--- src/inc/bpd_params.svh ---
// Offsets, field positions, reset values, response codes and flash trip level of the brownout controller
`ifndef BPD_PARAMS_SVH
`define BPD_PARAMS_SVH
`define BPD_OFS_PWR_CTRL     12'h000
`define BPD_OFS_IRQ_EN0      12'h004
`define BPD_OFS_BO_CFG       12'h008
`define BPD_OFS_USER_CFG1    12'h00c
`define BPD_OFS_RST_SRC      12'h010
`define BPD_OFS_STATUS       12'h014
`define BPD_PWR_MODE_LO_BIT  0
`define BPD_PWR_MODE_HI_BIT  1
`define BPD_BOI_DET_EN_BIT   4
`define BPD_BOI_SRC_EN_BIT   5
`define BPD_GLB_IRQ_EN_BIT   7
`define BPD_BO_LVL_LSB       0
`define BPD_BOR_LVL_LSB      3
`define BPD_BOR_FLAG_BIT     5
`define BPD_BOI_FLAG_BIT     6
`define BPD_POR_FLAG_BIT     4
`define BPD_BO_CFG_RESET     8'h02
`define BPD_USER_CFG1_RESET  8'h10
`define BPD_RESP_OKAY        2'b00
`define BPD_RESP_SLVERR      2'b10
`define BPD_FLASH_TRIP_MV    2400
`endif

--- src/inc/bpd_pkg.sv ---
// Types of the brownout and power-on detect controller
package bpd_pkg;
    typedef enum logic [1:0] {
        BPD_MODE_NORMAL = 2'b00,
        BPD_MODE_IDLE   = 2'b01,
        BPD_MODE_PD     = 2'b10,
        BPD_MODE_TPD    = 2'b11
    } bpd_mode_t;
    typedef enum logic [1:0] {
        BPD_RST_IDLE  = 2'b00,
        BPD_RST_HOLD  = 2'b01,
        BPD_RST_CLEAR = 2'b10
    } bpd_rst_state_t;
endpackage : bpd_pkg

--- src/bpd_ctrl.sv ---
// Brownout and power-on detect control with AXI4-Lite register access
//
// Contract
// - Power-mode bits decode as 00 normal, 01 idle, 10 power-down, 11 total power-down.
// - In modes 10 and 11 all brownout circuitry is off, so no brownout reset or interrupt.
// - In normal or idle mode brownout reset and flash protection stay on, not software-gated.
// - Brownout interrupt detection is enabled only while power control bit 4 is set.
// - A brownout interrupt is delivered in normal/idle only with detect, source and global enables.
// - The reset trip level comes from config byte 1 bits 5:3; 000 and 001 are reserved.
// - The interrupt trip level comes from brownout config bits 2:0; 000 and 001 are reserved.
// - The brownout reset flag resets to 0 and sets whenever the brownout reset trips.
// - The brownout interrupt flag resets to 0 and sets whenever the interrupt detector trips.
// - Flash protection is active except when power-mode bit 1 is set.
// - Below the fixed flash level every flash program and erase is blocked while power-mode bit 1 is clear.
// - A brownout asserts below the falling level and, while its detector is enabled, negates only above the rising level.
// - The power-on flag sets on initial power-up.
// - The power-on flag stays set until software clears it.
//
// The address map and register access over AXI4-Lite were chosen for this implementation.
`include "bpd_params.svh"
module bpd_ctrl
    import bpd_pkg::*;
(
    input  wire logic        aclk,
    input  wire logic        aresetn,
    input  wire logic        power_up_evt,
    input  wire logic        bor_below_fall,
    input  wire logic        bor_above_rise,
    input  wire logic        boi_below_fall,
    input  wire logic        boi_above_rise,
    input  wire logic        flash_below_trip,
    input  wire logic        flash_op_req,
    input  wire logic [11:0] s_axi_awaddr,
    input  wire logic        s_axi_awvalid,
    output logic             s_axi_awready,
    input  wire logic [31:0] s_axi_wdata,
    input  wire logic [3:0]  s_axi_wstrb,
    input  wire logic        s_axi_wvalid,
    output logic             s_axi_wready,
    output logic [1:0]       s_axi_bresp,
    output logic             s_axi_bvalid,
    input  wire logic        s_axi_bready,
    input  wire logic [11:0] s_axi_araddr,
    input  wire logic        s_axi_arvalid,
    output logic             s_axi_arready,
    output logic [31:0]      s_axi_rdata,
    output logic [1:0]       s_axi_rresp,
    output logic             s_axi_rvalid,
    input  wire logic        s_axi_rready,
    output logic [2:0]       bor_level_sel,
    output logic [2:0]       bo_irq_level_sel,
    output logic             bor_detector_en,
    output logic             boi_detector_en,
    output logic             flash_detector_en,
    output logic             chip_reset,
    output logic             brownout_irq,
    output logic             flash_op_grant,
    output logic             flash_op_blocked
);
    import bpd_pkg::*;

    // Register state
    logic [7:0]     power_control_reg;
    logic [7:0]     irq_enable_reg0;
    logic [7:0]     brownout_cfg_reg;
    logic [7:0]     user_config_byte1;
    logic [7:0]     next_power_control_reg;
    logic [7:0]     next_irq_enable_reg0;
    logic [7:0]     next_brownout_cfg_reg;
    logic [7:0]     next_user_config_byte1;
    // Detector state
    logic           bor_cond;
    logic           boi_cond;
    logic           next_bor_cond;
    logic           next_boi_cond;
    bpd_rst_state_t rst_state;
    bpd_rst_state_t next_rst_state;
    // Bus state
    logic           aw_held;
    logic           w_held;
    logic [11:0]    aw_addr;
    logic [31:0]    w_data;
    logic [3:0]     w_strb;
    logic           next_aw_held;
    logic           next_w_held;
    logic [11:0]    next_aw_addr;
    logic [31:0]    next_w_data;
    logic [3:0]     next_w_strb;
    logic           next_bvalid;
    logic [1:0]     next_bresp;
    logic           next_rvalid;
    logic [31:0]    next_rdata;
    logic [1:0]     next_rresp;
    // Decoded terms
    bpd_mode_t      mode;
    logic           detect_on;
    logic           flash_on;
    logic           bor_trip;
    logic           boi_trip;
    logic           wr_fire;
    logic           wr_ok;
    logic           clr_rst_src;
    logic           bor_flag;
    logic           boi_flag;
    logic           por_flag;
    logic [7:0]     rst_src_val;
    logic [7:0]     status_val;

    assign mode      = bpd_mode_t'(power_control_reg[`BPD_PWR_MODE_HI_BIT:`BPD_PWR_MODE_LO_BIT]);
    assign detect_on = (mode == BPD_MODE_NORMAL) || (mode == BPD_MODE_IDLE);
    assign flash_on  = !power_control_reg[`BPD_PWR_MODE_HI_BIT];

    // Hysteresis: while its detector is enabled, only the rising comparator can negate a held condition
    always_comb begin
        next_bor_cond = bor_cond;
        next_boi_cond = boi_cond;
        if (!detect_on) begin
            next_bor_cond = 1'b0;
            next_boi_cond = 1'b0;
        end else begin
            if (bor_below_fall) begin
                next_bor_cond = 1'b1;
            end else if (bor_above_rise) begin
                next_bor_cond = 1'b0;
            end
            if (!power_control_reg[`BPD_BOI_DET_EN_BIT]) begin
                next_boi_cond = 1'b0;
            end else if (boi_below_fall) begin
                next_boi_cond = 1'b1;
            end else if (boi_above_rise) begin
                next_boi_cond = 1'b0;
            end
        end
    end

    assign bor_trip = next_bor_cond && !bor_cond;
    assign boi_trip = next_boi_cond && !boi_cond;

    // Reset is held until the brownout condition negates
    always_comb begin
        next_rst_state = rst_state;
        case (rst_state)
            BPD_RST_IDLE: begin
                if (bor_trip) begin
                    next_rst_state = BPD_RST_HOLD;
                end
            end
            BPD_RST_HOLD: begin
                if (!next_bor_cond) begin
                    next_rst_state = BPD_RST_CLEAR;
                end
            end
            BPD_RST_CLEAR: begin
                next_rst_state = next_bor_cond ? BPD_RST_HOLD : BPD_RST_IDLE;
            end
            default: begin
                next_rst_state = BPD_RST_IDLE;
            end
        endcase
    end

    assign wr_fire     = aw_held && w_held && !s_axi_bvalid;
    assign wr_ok       = (aw_addr[1:0] == 2'b00) && w_strb[0];
    assign clr_rst_src = wr_fire && wr_ok && (aw_addr == `BPD_OFS_RST_SRC);

    bpd_sticky_flag #(.RESET_VALUE(1'b0)) u_bor_flag (
        .aclk    (aclk),
        .aresetn (aresetn),
        .set_evt (bor_trip),
        .clr_req (clr_rst_src && !w_data[`BPD_BOR_FLAG_BIT]),
        .flag    (bor_flag)
    );
    bpd_sticky_flag #(.RESET_VALUE(1'b0)) u_boi_flag (
        .aclk    (aclk),
        .aresetn (aresetn),
        .set_evt (boi_trip),
        .clr_req (clr_rst_src && !w_data[`BPD_BOI_FLAG_BIT]),
        .flag    (boi_flag)
    );
    // Bus reset must not clear it: only power-up sets and only software clears
    bpd_sticky_flag #(.RESET_VALUE(1'b0)) u_por_flag (
        .aclk    (aclk),
        .aresetn (1'b1),
        .set_evt (power_up_evt),
        .clr_req (clr_rst_src && !w_data[`BPD_POR_FLAG_BIT]),
        .flag    (por_flag)
    );

    always_comb begin
        rst_src_val = 8'h00;
        rst_src_val[`BPD_BOR_FLAG_BIT] = bor_flag;
        rst_src_val[`BPD_BOI_FLAG_BIT] = boi_flag;
        rst_src_val[`BPD_POR_FLAG_BIT] = por_flag;
        status_val = {3'h0, flash_below_trip && flash_on, boi_cond, bor_cond, detect_on, flash_on};
    end

    // Register writes; only byte lane 0 carries data
    always_comb begin
        next_power_control_reg = power_control_reg;
        next_irq_enable_reg0   = irq_enable_reg0;
        next_brownout_cfg_reg  = brownout_cfg_reg;
        next_user_config_byte1 = user_config_byte1;
        if (wr_fire && wr_ok) begin
            case (aw_addr)
                `BPD_OFS_PWR_CTRL:  next_power_control_reg = w_data[7:0];
                `BPD_OFS_IRQ_EN0:   next_irq_enable_reg0   = w_data[7:0];
                `BPD_OFS_BO_CFG:    next_brownout_cfg_reg  = w_data[7:0];
                `BPD_OFS_USER_CFG1: next_user_config_byte1 = w_data[7:0];
                default: begin
                end
            endcase
        end
    end

    // AXI4-Lite channel handling; address and data may arrive in either order
    always_comb begin
        next_aw_held = aw_held;
        next_w_held  = w_held;
        next_aw_addr = aw_addr;
        next_w_data  = w_data;
        next_w_strb  = w_strb;
        next_bvalid  = s_axi_bvalid;
        next_bresp   = s_axi_bresp;
        next_rvalid  = s_axi_rvalid;
        next_rdata   = s_axi_rdata;
        next_rresp   = s_axi_rresp;
        if (s_axi_awvalid && s_axi_awready) begin
            next_aw_held = 1'b1;
            next_aw_addr = s_axi_awaddr;
        end
        if (s_axi_wvalid && s_axi_wready) begin
            next_w_held = 1'b1;
            next_w_data = s_axi_wdata;
            next_w_strb = s_axi_wstrb;
        end
        if (wr_fire) begin
            next_aw_held = 1'b0;
            next_w_held  = 1'b0;
            next_bvalid  = 1'b1;
            next_bresp   = (wr_ok && (aw_addr <= `BPD_OFS_RST_SRC)) ? `BPD_RESP_OKAY
                                                                    : `BPD_RESP_SLVERR;
        end else if (s_axi_bvalid && s_axi_bready) begin
            next_bvalid = 1'b0;
        end
        if (s_axi_arvalid && s_axi_arready) begin
            next_rvalid = 1'b1;
            next_rresp  = `BPD_RESP_OKAY;
            case (s_axi_araddr)
                `BPD_OFS_PWR_CTRL:  next_rdata = {24'h0, power_control_reg};
                `BPD_OFS_IRQ_EN0:   next_rdata = {24'h0, irq_enable_reg0};
                `BPD_OFS_BO_CFG:    next_rdata = {24'h0, brownout_cfg_reg};
                `BPD_OFS_USER_CFG1: next_rdata = {24'h0, user_config_byte1};
                `BPD_OFS_RST_SRC:   next_rdata = {24'h0, rst_src_val};
                `BPD_OFS_STATUS:    next_rdata = {24'h0, status_val};
                default: begin
                    next_rdata = 32'h0000_0000;
                    next_rresp = `BPD_RESP_SLVERR;
                end
            endcase
        end else if (s_axi_rvalid && s_axi_rready) begin
            next_rvalid = 1'b0;
        end
    end

    always_ff @(posedge aclk) begin
        if (!aresetn) begin
            power_control_reg <= 8'h00;
            irq_enable_reg0   <= 8'h00;
            brownout_cfg_reg  <= `BPD_BO_CFG_RESET;
            user_config_byte1 <= `BPD_USER_CFG1_RESET;
            bor_cond          <= 1'b0;
            boi_cond          <= 1'b0;
            rst_state         <= BPD_RST_IDLE;
            aw_held           <= 1'b0;
            w_held            <= 1'b0;
            aw_addr           <= 12'h000;
            w_data            <= 32'h0000_0000;
            w_strb            <= 4'h0;
            s_axi_bvalid      <= 1'b0;
            s_axi_bresp       <= `BPD_RESP_OKAY;
            s_axi_rvalid      <= 1'b0;
            s_axi_rdata       <= 32'h0000_0000;
            s_axi_rresp       <= `BPD_RESP_OKAY;
            s_axi_awready     <= 1'b0;
            s_axi_wready      <= 1'b0;
            s_axi_arready     <= 1'b0;
        end else begin
            power_control_reg <= next_power_control_reg;
            irq_enable_reg0   <= next_irq_enable_reg0;
            brownout_cfg_reg  <= next_brownout_cfg_reg;
            user_config_byte1 <= next_user_config_byte1;
            bor_cond          <= next_bor_cond;
            boi_cond          <= next_boi_cond;
            rst_state         <= next_rst_state;
            aw_held           <= next_aw_held;
            w_held            <= next_w_held;
            aw_addr           <= next_aw_addr;
            w_data            <= next_w_data;
            w_strb            <= next_w_strb;
            s_axi_bvalid      <= next_bvalid;
            s_axi_bresp       <= next_bresp;
            s_axi_rvalid      <= next_rvalid;
            s_axi_rdata       <= next_rdata;
            s_axi_rresp       <= next_rresp;
            // Ready drops once a beat is held, so one write at a time
            s_axi_awready     <= !next_aw_held && !(s_axi_awvalid && s_axi_awready);
            s_axi_wready      <= !next_w_held && !(s_axi_wvalid && s_axi_wready);
            s_axi_arready     <= !next_rvalid && !(s_axi_arvalid && s_axi_arready);
        end
    end

    // Outputs registered; reserved level codes pass through, analog holds them at 0 mV and never trips
    always_ff @(posedge aclk) begin
        if (!aresetn) begin
            bor_level_sel     <= 3'h2;
            bo_irq_level_sel  <= 3'h2;
            bor_detector_en   <= 1'b0;
            boi_detector_en   <= 1'b0;
            flash_detector_en <= 1'b0;
            chip_reset        <= 1'b0;
            brownout_irq      <= 1'b0;
            flash_op_grant    <= 1'b0;
            flash_op_blocked  <= 1'b0;
        end else begin
            bor_level_sel     <= user_config_byte1[`BPD_BOR_LVL_LSB+:3];
            bo_irq_level_sel  <= brownout_cfg_reg[`BPD_BO_LVL_LSB+:3];
            bor_detector_en   <= detect_on;
            boi_detector_en   <= detect_on && power_control_reg[`BPD_BOI_DET_EN_BIT];
            flash_detector_en <= flash_on;
            chip_reset        <= (next_rst_state == BPD_RST_HOLD);
            brownout_irq      <= detect_on && power_control_reg[`BPD_BOI_DET_EN_BIT]
                                 && irq_enable_reg0[`BPD_BOI_SRC_EN_BIT]
                                 && irq_enable_reg0[`BPD_GLB_IRQ_EN_BIT] && boi_flag;
            flash_op_grant    <= flash_op_req && !(flash_on && flash_below_trip);
            flash_op_blocked  <= flash_op_req && flash_on && flash_below_trip;
        end
    end

    property p_no_bo_in_pd;
        @(posedge aclk) disable iff (!aresetn)
        power_control_reg[`BPD_PWR_MODE_HI_BIT] |=> !bor_detector_en && !brownout_irq;
    endproperty
    a_no_bo_in_pd: assert property (p_no_bo_in_pd) else $error("brownout active in power-down");

    property p_bor_on_run;
        @(posedge aclk) disable iff (!aresetn)
        // Attempt launched at the release edge sees outputs already loaded by the first non-reset update
        aresetn && !power_control_reg[`BPD_PWR_MODE_HI_BIT]
            |=> bor_detector_en && flash_detector_en;
    endproperty
    a_bor_on_run: assert property (p_bor_on_run) else $error("detector off in run mode");

    property p_irq_gate;
        @(posedge aclk) disable iff (!aresetn)
        brownout_irq |-> $past(irq_enable_reg0[`BPD_GLB_IRQ_EN_BIT])
                         && $past(irq_enable_reg0[`BPD_BOI_SRC_EN_BIT]) && $past(boi_flag);
    endproperty
    a_irq_gate: assert property (p_irq_gate) else $error("irq without enables");

    property p_boi_det;
        @(posedge aclk) disable iff (!aresetn)
        !power_control_reg[`BPD_BOI_DET_EN_BIT] |=> !boi_cond && !boi_detector_en;
    endproperty
    a_boi_det: assert property (p_boi_det) else $error("irq detect while disabled");

    property p_bor_flag_set;
        @(posedge aclk) disable iff (!aresetn)
        $rose(bor_cond) |-> bor_flag;
    endproperty
    a_bor_flag_set: assert property (p_bor_flag_set) else $error("reset flag not set");

    property p_boi_flag_set;
        @(posedge aclk) disable iff (!aresetn)
        $rose(boi_cond) |-> boi_flag;
    endproperty
    a_boi_flag_set: assert property (p_boi_flag_set) else $error("irq flag not set");

    property p_hyst;
        @(posedge aclk) disable iff (!aresetn)
        bor_cond && detect_on && !bor_above_rise |=> bor_cond;
    endproperty
    a_hyst: assert property (p_hyst) else $error("brownout negated early");

    property p_flash_block;
        @(posedge aclk) disable iff (!aresetn)
        flash_op_req && flash_below_trip && flash_on |=> flash_op_blocked && !flash_op_grant;
    endproperty
    a_flash_block: assert property (p_flash_block) else $error("flash op not blocked");

    property p_rst_hold;
        @(posedge aclk) disable iff (!aresetn)
        bor_cond |-> chip_reset;
    endproperty
    a_rst_hold: assert property (p_rst_hold) else $error("chip reset not held");

    property p_por_sticky;
        @(posedge aclk) disable iff (!aresetn)
        por_flag && !clr_rst_src |=> por_flag;
    endproperty
    a_por_sticky: assert property (p_por_sticky) else $error("power-on flag lost");
endmodule : bpd_ctrl

--- src/bpd_sticky_flag.sv ---
// Sticky status flag: hardware set beats software clear
module bpd_sticky_flag #(
    parameter logic RESET_VALUE = 1'b0
) (
    input  wire logic aclk,
    input  wire logic aresetn,
    input  wire logic set_evt,
    input  wire logic clr_req,
    output logic      flag
);
    logic next_flag;

    always_comb begin
        next_flag = flag;
        if (clr_req) begin
            next_flag = 1'b0;
        end
        if (set_evt) begin
            next_flag = 1'b1;
        end
    end

    always_ff @(posedge aclk) begin
        if (!aresetn) begin
            flag <= RESET_VALUE;
        end else begin
            flag <= next_flag;
        end
    end
endmodule : bpd_sticky_flag
--- config.mk ---
export PLATFORM = sky130hd
export DESIGN_NAME = bpd_ctrl
export DESIGN_NICKNAME = d
export VERILOG_FILES = /design/src/inc/bpd_pkg.sv /design/src/bpd_ctrl.sv /design/src/bpd_sticky_flag.sv
export VERILOG_INCLUDE_DIRS = /design/src /design/src/inc
export SDC_FILE = /design/constraint.sdc
export NUM_CORES = 1
export LEC_CHECK = 0
export BUFFER_PORTS_ARGS = -buffer_cell sky130_fd_sc_hd__buf_2
export CORE_MARGIN = 8
export CORE_UTILIZATION = 54
export DETAILED_ROUTE_END_ITERATION = 10
export PLACE_DENSITY = 0.85
export SLEW_MARGIN = 20
export SYNTH_ARGS = -nofsm -noshare
export SYNTH_HDL_FRONTEND = slang
export SYNTH_HIERARCHICAL = 1
export SYNTH_SLANG_ARGS = --single-unit
--- constraint.sdc ---
create_clock -name aclk -period 4.7 [get_ports aclk]
set_clock_uncertainty 0.15 [all_clocks]
set_input_delay 0.94 -clock aclk [delete_from_list [all_inputs] [get_ports aclk]]
set_output_delay 0.94 -clock aclk [all_outputs]
set_load 0.01 [all_outputs]
-- Word level (Yosys, flattened, before mapping)
Cells that the tools add are included.
- register bits: 116
- input bits: 74
- output and inout port bits: 54
- logic and storage cells: 127
- $lt $le $gt $ge: 1
- eq/ne operators: 13
- mux-type cells: 26
- reductions and logical operators: 55
- operator list (cell ; number):
    == test 12 x 4 -> 1 bit (second input constant) ; 4
    case mux 8 bit (6 select lines) ; 1
    == test 12 x 5 -> 1 bit (second input constant) ; 3
    logical AND 1 bit ; 27
    == test 12 x 3 -> 1 bit (second input constant) ; 2
    zero test 12 bit ; 2
    2-to-1 mux 1 bit ; 20
    zero test 1 bit ; 14
    <= comparator 12 x 5 -> 1 bit (second input constant) ; 1
    2-to-1 mux 2 bit ; 4
    AND reduction 2 bit ; 4
    == test 2 x 1 -> 1 bit (second input constant) ; 3
    zero test 2 bit ; 3
    case mux 2 bit (3 select lines) ; 1
    nonzero test 2 bit ; 3
    OR reduction 6 bit ; 1
    == test 2 bit (second input constant) ; 1
    logical OR 1 bit ; 1

-- Depth between registers and ports, before layout
- depth after elaboration: 7
- mapped depth: 6

-- Modules after synthesis
Netlist, hierarchy kept.
- modules (own cells, without submodules) (module ; times used ; cells each ; area an instance (µm²)):
    bpd_ctrl ; 1 ; 408 ; 3656.0
    bpd_sticky_flag ; 3 ; 3 ; 41.3

-- Least setup slack after synthesis
No wires, ideal clock.
- path type: input to register
- from: in s_axi_araddr[2]
- to: reg s_axi_rdata[0]
- library setup time: 124 ps
- arrival time: 2148 ps
- required time: 4426 ps
- slack: 2278 ps
- stages: 6
- buffers on the path: 2
- cells stage by stage: clkbuf_1 > buf_1 > mux2i_1 > o2bb2ai_1 > a22oi_1 > o21ai_0
- word-level cells in the longest chain between the ends: 2
- elaborated cells on any way between the ends: 7
- classes of those cells: eq/ne: 5; mux: 1; reduce/logical: 1
- RTL lines (what ; line ; RTL):
    start, declared ; bpd_ctrl.sv:43 ; input wire logic [11:0] s_axi_araddr,
    == test 12 x 5 -> 1 bit (tied with other cells) ; bpd_ctrl.sv:248 ; case (s_axi_araddr)
    case mux 8 bit (6 select lines) (*) ; bpd_ctrl.sv:248 ;
    end signal, assigned ; bpd_ctrl.sv:303 ; s_axi_rdata <= next_rdata;
    end, declared ; bpd_ctrl.sv:46 ; output logic [31:0] s_axi_rdata,
Every way passes the cells marked *; elsewhere a longest branch is shown, timed or not.
A chain may end at the register's enable or synchronous reset.

-- Worst setup path in the final report
- from: reg aw_addr[0]
- to: reg brownout_cfg_reg[1]
- word-level cells in the longest chain between the ends: 4
- elaborated cells on any way between the ends: 5
- classes of those cells: eq/ne: 1; reduce/logical: 4
- RTL lines (what ; line ; RTL):
    start, declared ; bpd_ctrl.sv:81 ; logic [11:0] aw_addr;
    start signal, assigned ; bpd_ctrl.sv:297 ; aw_addr <= next_aw_addr;
    branches (longest 3 deep; another with == test 12 x 4 -> 1 bit) ; n/a ;
    AND reduction 2 bit (no line) (*) ; n/a ;
    end signal, assigned ; bpd_ctrl.sv:269 ; brownout_cfg_reg <= `BPD_BO_CFG_RESET;
    end signal, assigned ; bpd_ctrl.sv:290 ; brownout_cfg_reg <= next_brownout_cfg_reg;
    end, declared ; bpd_ctrl.sv:65 ; logic [7:0] brownout_cfg_reg;
Mark *: on every way between the ends.

==> results.yml <==
timing:
  relSlewSlack_pct: 34.3
  maxSlewViolCount: 0
  tns_ns: 0
  final.period_utilization_pct: 54.0
  max_slew.worst_pin.slew_ns: 0.985
  postLayoutSetupSlackWorst_ns: 2.16
  hold_ws_ns: 0.299
  report.final.hold_viol_count: 0
  final.min_clock_period_ns: 2.54
  rsz0062_at_grt: "false"
  timing.final.setup_violations: 0
  fmaxAchievable_mhz: 394
critical_path:
  critPathCaptureType: "flip-flop"
  timing.critical_path.fanout_max: 8
  criticalPathCategory: "flip-flop to flip-flop"
  timing.critical_path.arrival_ns: 2.64
  timing.critical_path.slowest_cell_delay_ns: 0.60
  cpLargestDelayFamily: "simple AND/OR/NAND/NOR gates"
  worst_ep_required_time_ns: 4.80
  worstPathCellList: "or4_1 -> or4_4 -> nor3b_1 -> buf_4 -> mux2_1"
  startpoint_type: "flip-flop"
  critPathSlowestCell: "or4_4"
  timing.critical_path.buf_inv: 1
routing:
  routedWlPerCell_um: 14.1
  avgViaCountPerCell: 5.03
  ant_nets: 0
  drt_iter0_markers: 126
  drt-total-wl_mm: 8.27
  drc: 0
  drtPass1Iterations: 4
  detailed_route_via_count: 2940
die:
  die_h_um: 99.7
  pin_count: 128
  placementRows: 30
  initial_utilization_pct: 55.6
  core-area_mm2: 0.00679
  die-width_um: 99.7
  design.die.area_mm2: 0.00993
clock_network:
  clock_tree_from_tritoncts: "done"
  clk_latency_ns: 0.36
  clock_tree.htree_level_count: 3
  cts-buffers-inserted: 9
  post_cts.resized_instances: 0
  cts.clk_slew.worst_paths_ns: 0.09
  cts.root.buffer_cell: "clkbuf_8"
  cts.sinks: 90
  post_cts_hold_buffer_count: 0
  post-cts-setup-buffers: 0
  max-clock-path-buffers: 2
final_layout:
  layout_cells_excl_fill: 585
  num_antenna_cells: 0
  finalNetCount: 558
  layout.filler_cells: 574
  layout-area-overhead-vs-synth_pct: 16.0
  post_route_cells_drive_above_1_share_pct: 21.7
  final_area_mm2: 0.00438
  max_flop_register: "aw_addr"
  flip_flop_count_of_the_largest_register_all_copies_and_words_added: 12
place:
  post-place-ws_ns: 2.01
  portBuffers: 74
  post_dp_hpwl_mm: 6.05
  place.gp.congestion: 0.762
  placed_area_mm2: 0.00411
  placed_cells: 569
synth:
  synth.most_common_cell: "nand2_1"
  synth_sequential_area_ratio_pct: 47.7
  synth_edf_count: 0
  dominantRegCellSynth: "dfxtp_1"
  synthesis.area_mm2: 0.00378
  synth_area_per_cell_um2: 9.06
  ys_ff_latch: 90
  synthesis.instances: 417
  post-synth-top-area-fraction_pct: 47.7
  post_synthesis_async_set_or_reset_flop_share_pct: 0
  synth_top_cells_by_count: "nand2_1 (103), dfxtp_1 (90), mux2i_1 (35), buf_4 (28), a21boi_0 (23)"
  synth.yosys.warnings: 6
  synth.largest_area_cell: "dfxtp_1"
  synthDistinctLibCells: 41
  ys_top_cells_by_area: "dfxtp_1 (48%), nand2_1 (10%), mux2i_1 (9.3%)"
pwr:
  cellPowerDensity_mw_per_mm2: 365
  vdd_ir_drop_max_uv: 206
  p_leak_nw: 1.89
global_route:
  grt_first_pass_wirelength_mm: 13.8
  grt_start_max_net_pins: 61
  via_count_of_the_first_global_routing_pass: 2973
  number_of_antenna_violations_at_the_first_check_in_global_routing: 0
  gr-usage-all-layers_pct: 17.1
  gr-total-overflow: 0
hold_path:
  hold_path.class: "flip-flop to flip-flop"
flow_run:
  max_cap_violations: 0
run_status:
  status: "finished clean"
[cell type report]
| class | count | area, um2 | area share, % |
|---|---|---|---|
| multi-input cells | 296 | 1760 | 40.1 |
| repair buffers | 77 | 393 | 8.96 |
| flip-flops and latches | 90 | 1800 | 41.1 |
| clock inverters | 6 | 138 | 3.14 |
| inverters | 10 | 37.5 | 0.856 |
| well taps | 96 | 120 | 2.74 |
| clock buffers | 10 | 138 | 3.14 |
[metal layers]
metal	wire length [um]	track usage, %	vias up
met1	3580	19.7	1352
met4	106	6.64	0
met3	683	5.52	9
li1	-	-	1474
met5	0	0	-
met2	3900	28.5	105
[through the flow]
step	util (%)	power, mW
2_1_floorplan	-	0.895
3_3_place_gp	60.5	0.915
3_5_place_dp	60.5	0.920
4_1_cts	64.5	1.61
5_1_grt	64.5	1.66
6_report	64.5	1.60
[logic make-up (layout without fill, tap and decap cells)]
group,after synthesis,after routing,share of synthesized area [%]
flops,90,90,47.7
mux,42,42,12.5
buf+inv,56,103,8.37
other cells,2,27,0.199
simple gates,169,169,21.2
compound gates,58,58,10.0
[layout by cell type (no fill, tap or decap), types with 2 or more instances in the layout]
cell	Yosys	layout
a22oi_1	2	2
clkinv_4	0	2
o2bb2ai_1	2	2
nor3_1	4	4
nor2b_4	3	3
a21oi_1	10	10
mux4_2	4	4
and2_1	5	5
nand2_1	103	103
a31oi_1	3	3
dfxtp_1	90	90
nor2_1	17	17
clkbuf_8	0	10
nor2b_1	5	5
inv_1	10	10
bufinv_16	0	4
nand3_1	3	3
nand3b_1	2	2
o21ai_0	13	13
or4_1	2	2
nor3b_1	4	4
nand4_1	2	2
mux2_2	2	2
mux2i_1	35	35
conb_1	2	27
nand2b_1	6	6
a21boi_0	23	23
buf_2	1	74
and3_1	5	5
buf_4	28	3
o21a_1	3	3
[power by group]
group | internal (mW) | switching, mW | total, mW
Combinational | 0.0444 | 0.0663 | 0.111
Sequential | 0.781 | 0.0123 | 0.793
Clock | 0.423 | 0.274 | 0.697
Total | 1.25 | 0.353 | 1.60
[worst paths after layout]
check	from	to	slack, ns	cells after the start
worst min-delay path	rst_state[1]	rst_state[1]	0.30	1
worst max register to register	aw_addr[0]	brownout_cfg_reg[1]	2.16	5
worst max-delay path	aw_addr[0]	brownout_cfg_reg[1]	2.16	5
worst min register to register	rst_state[1]	rst_state[1]	0.30	1
(Power assumes the default switching activity.)
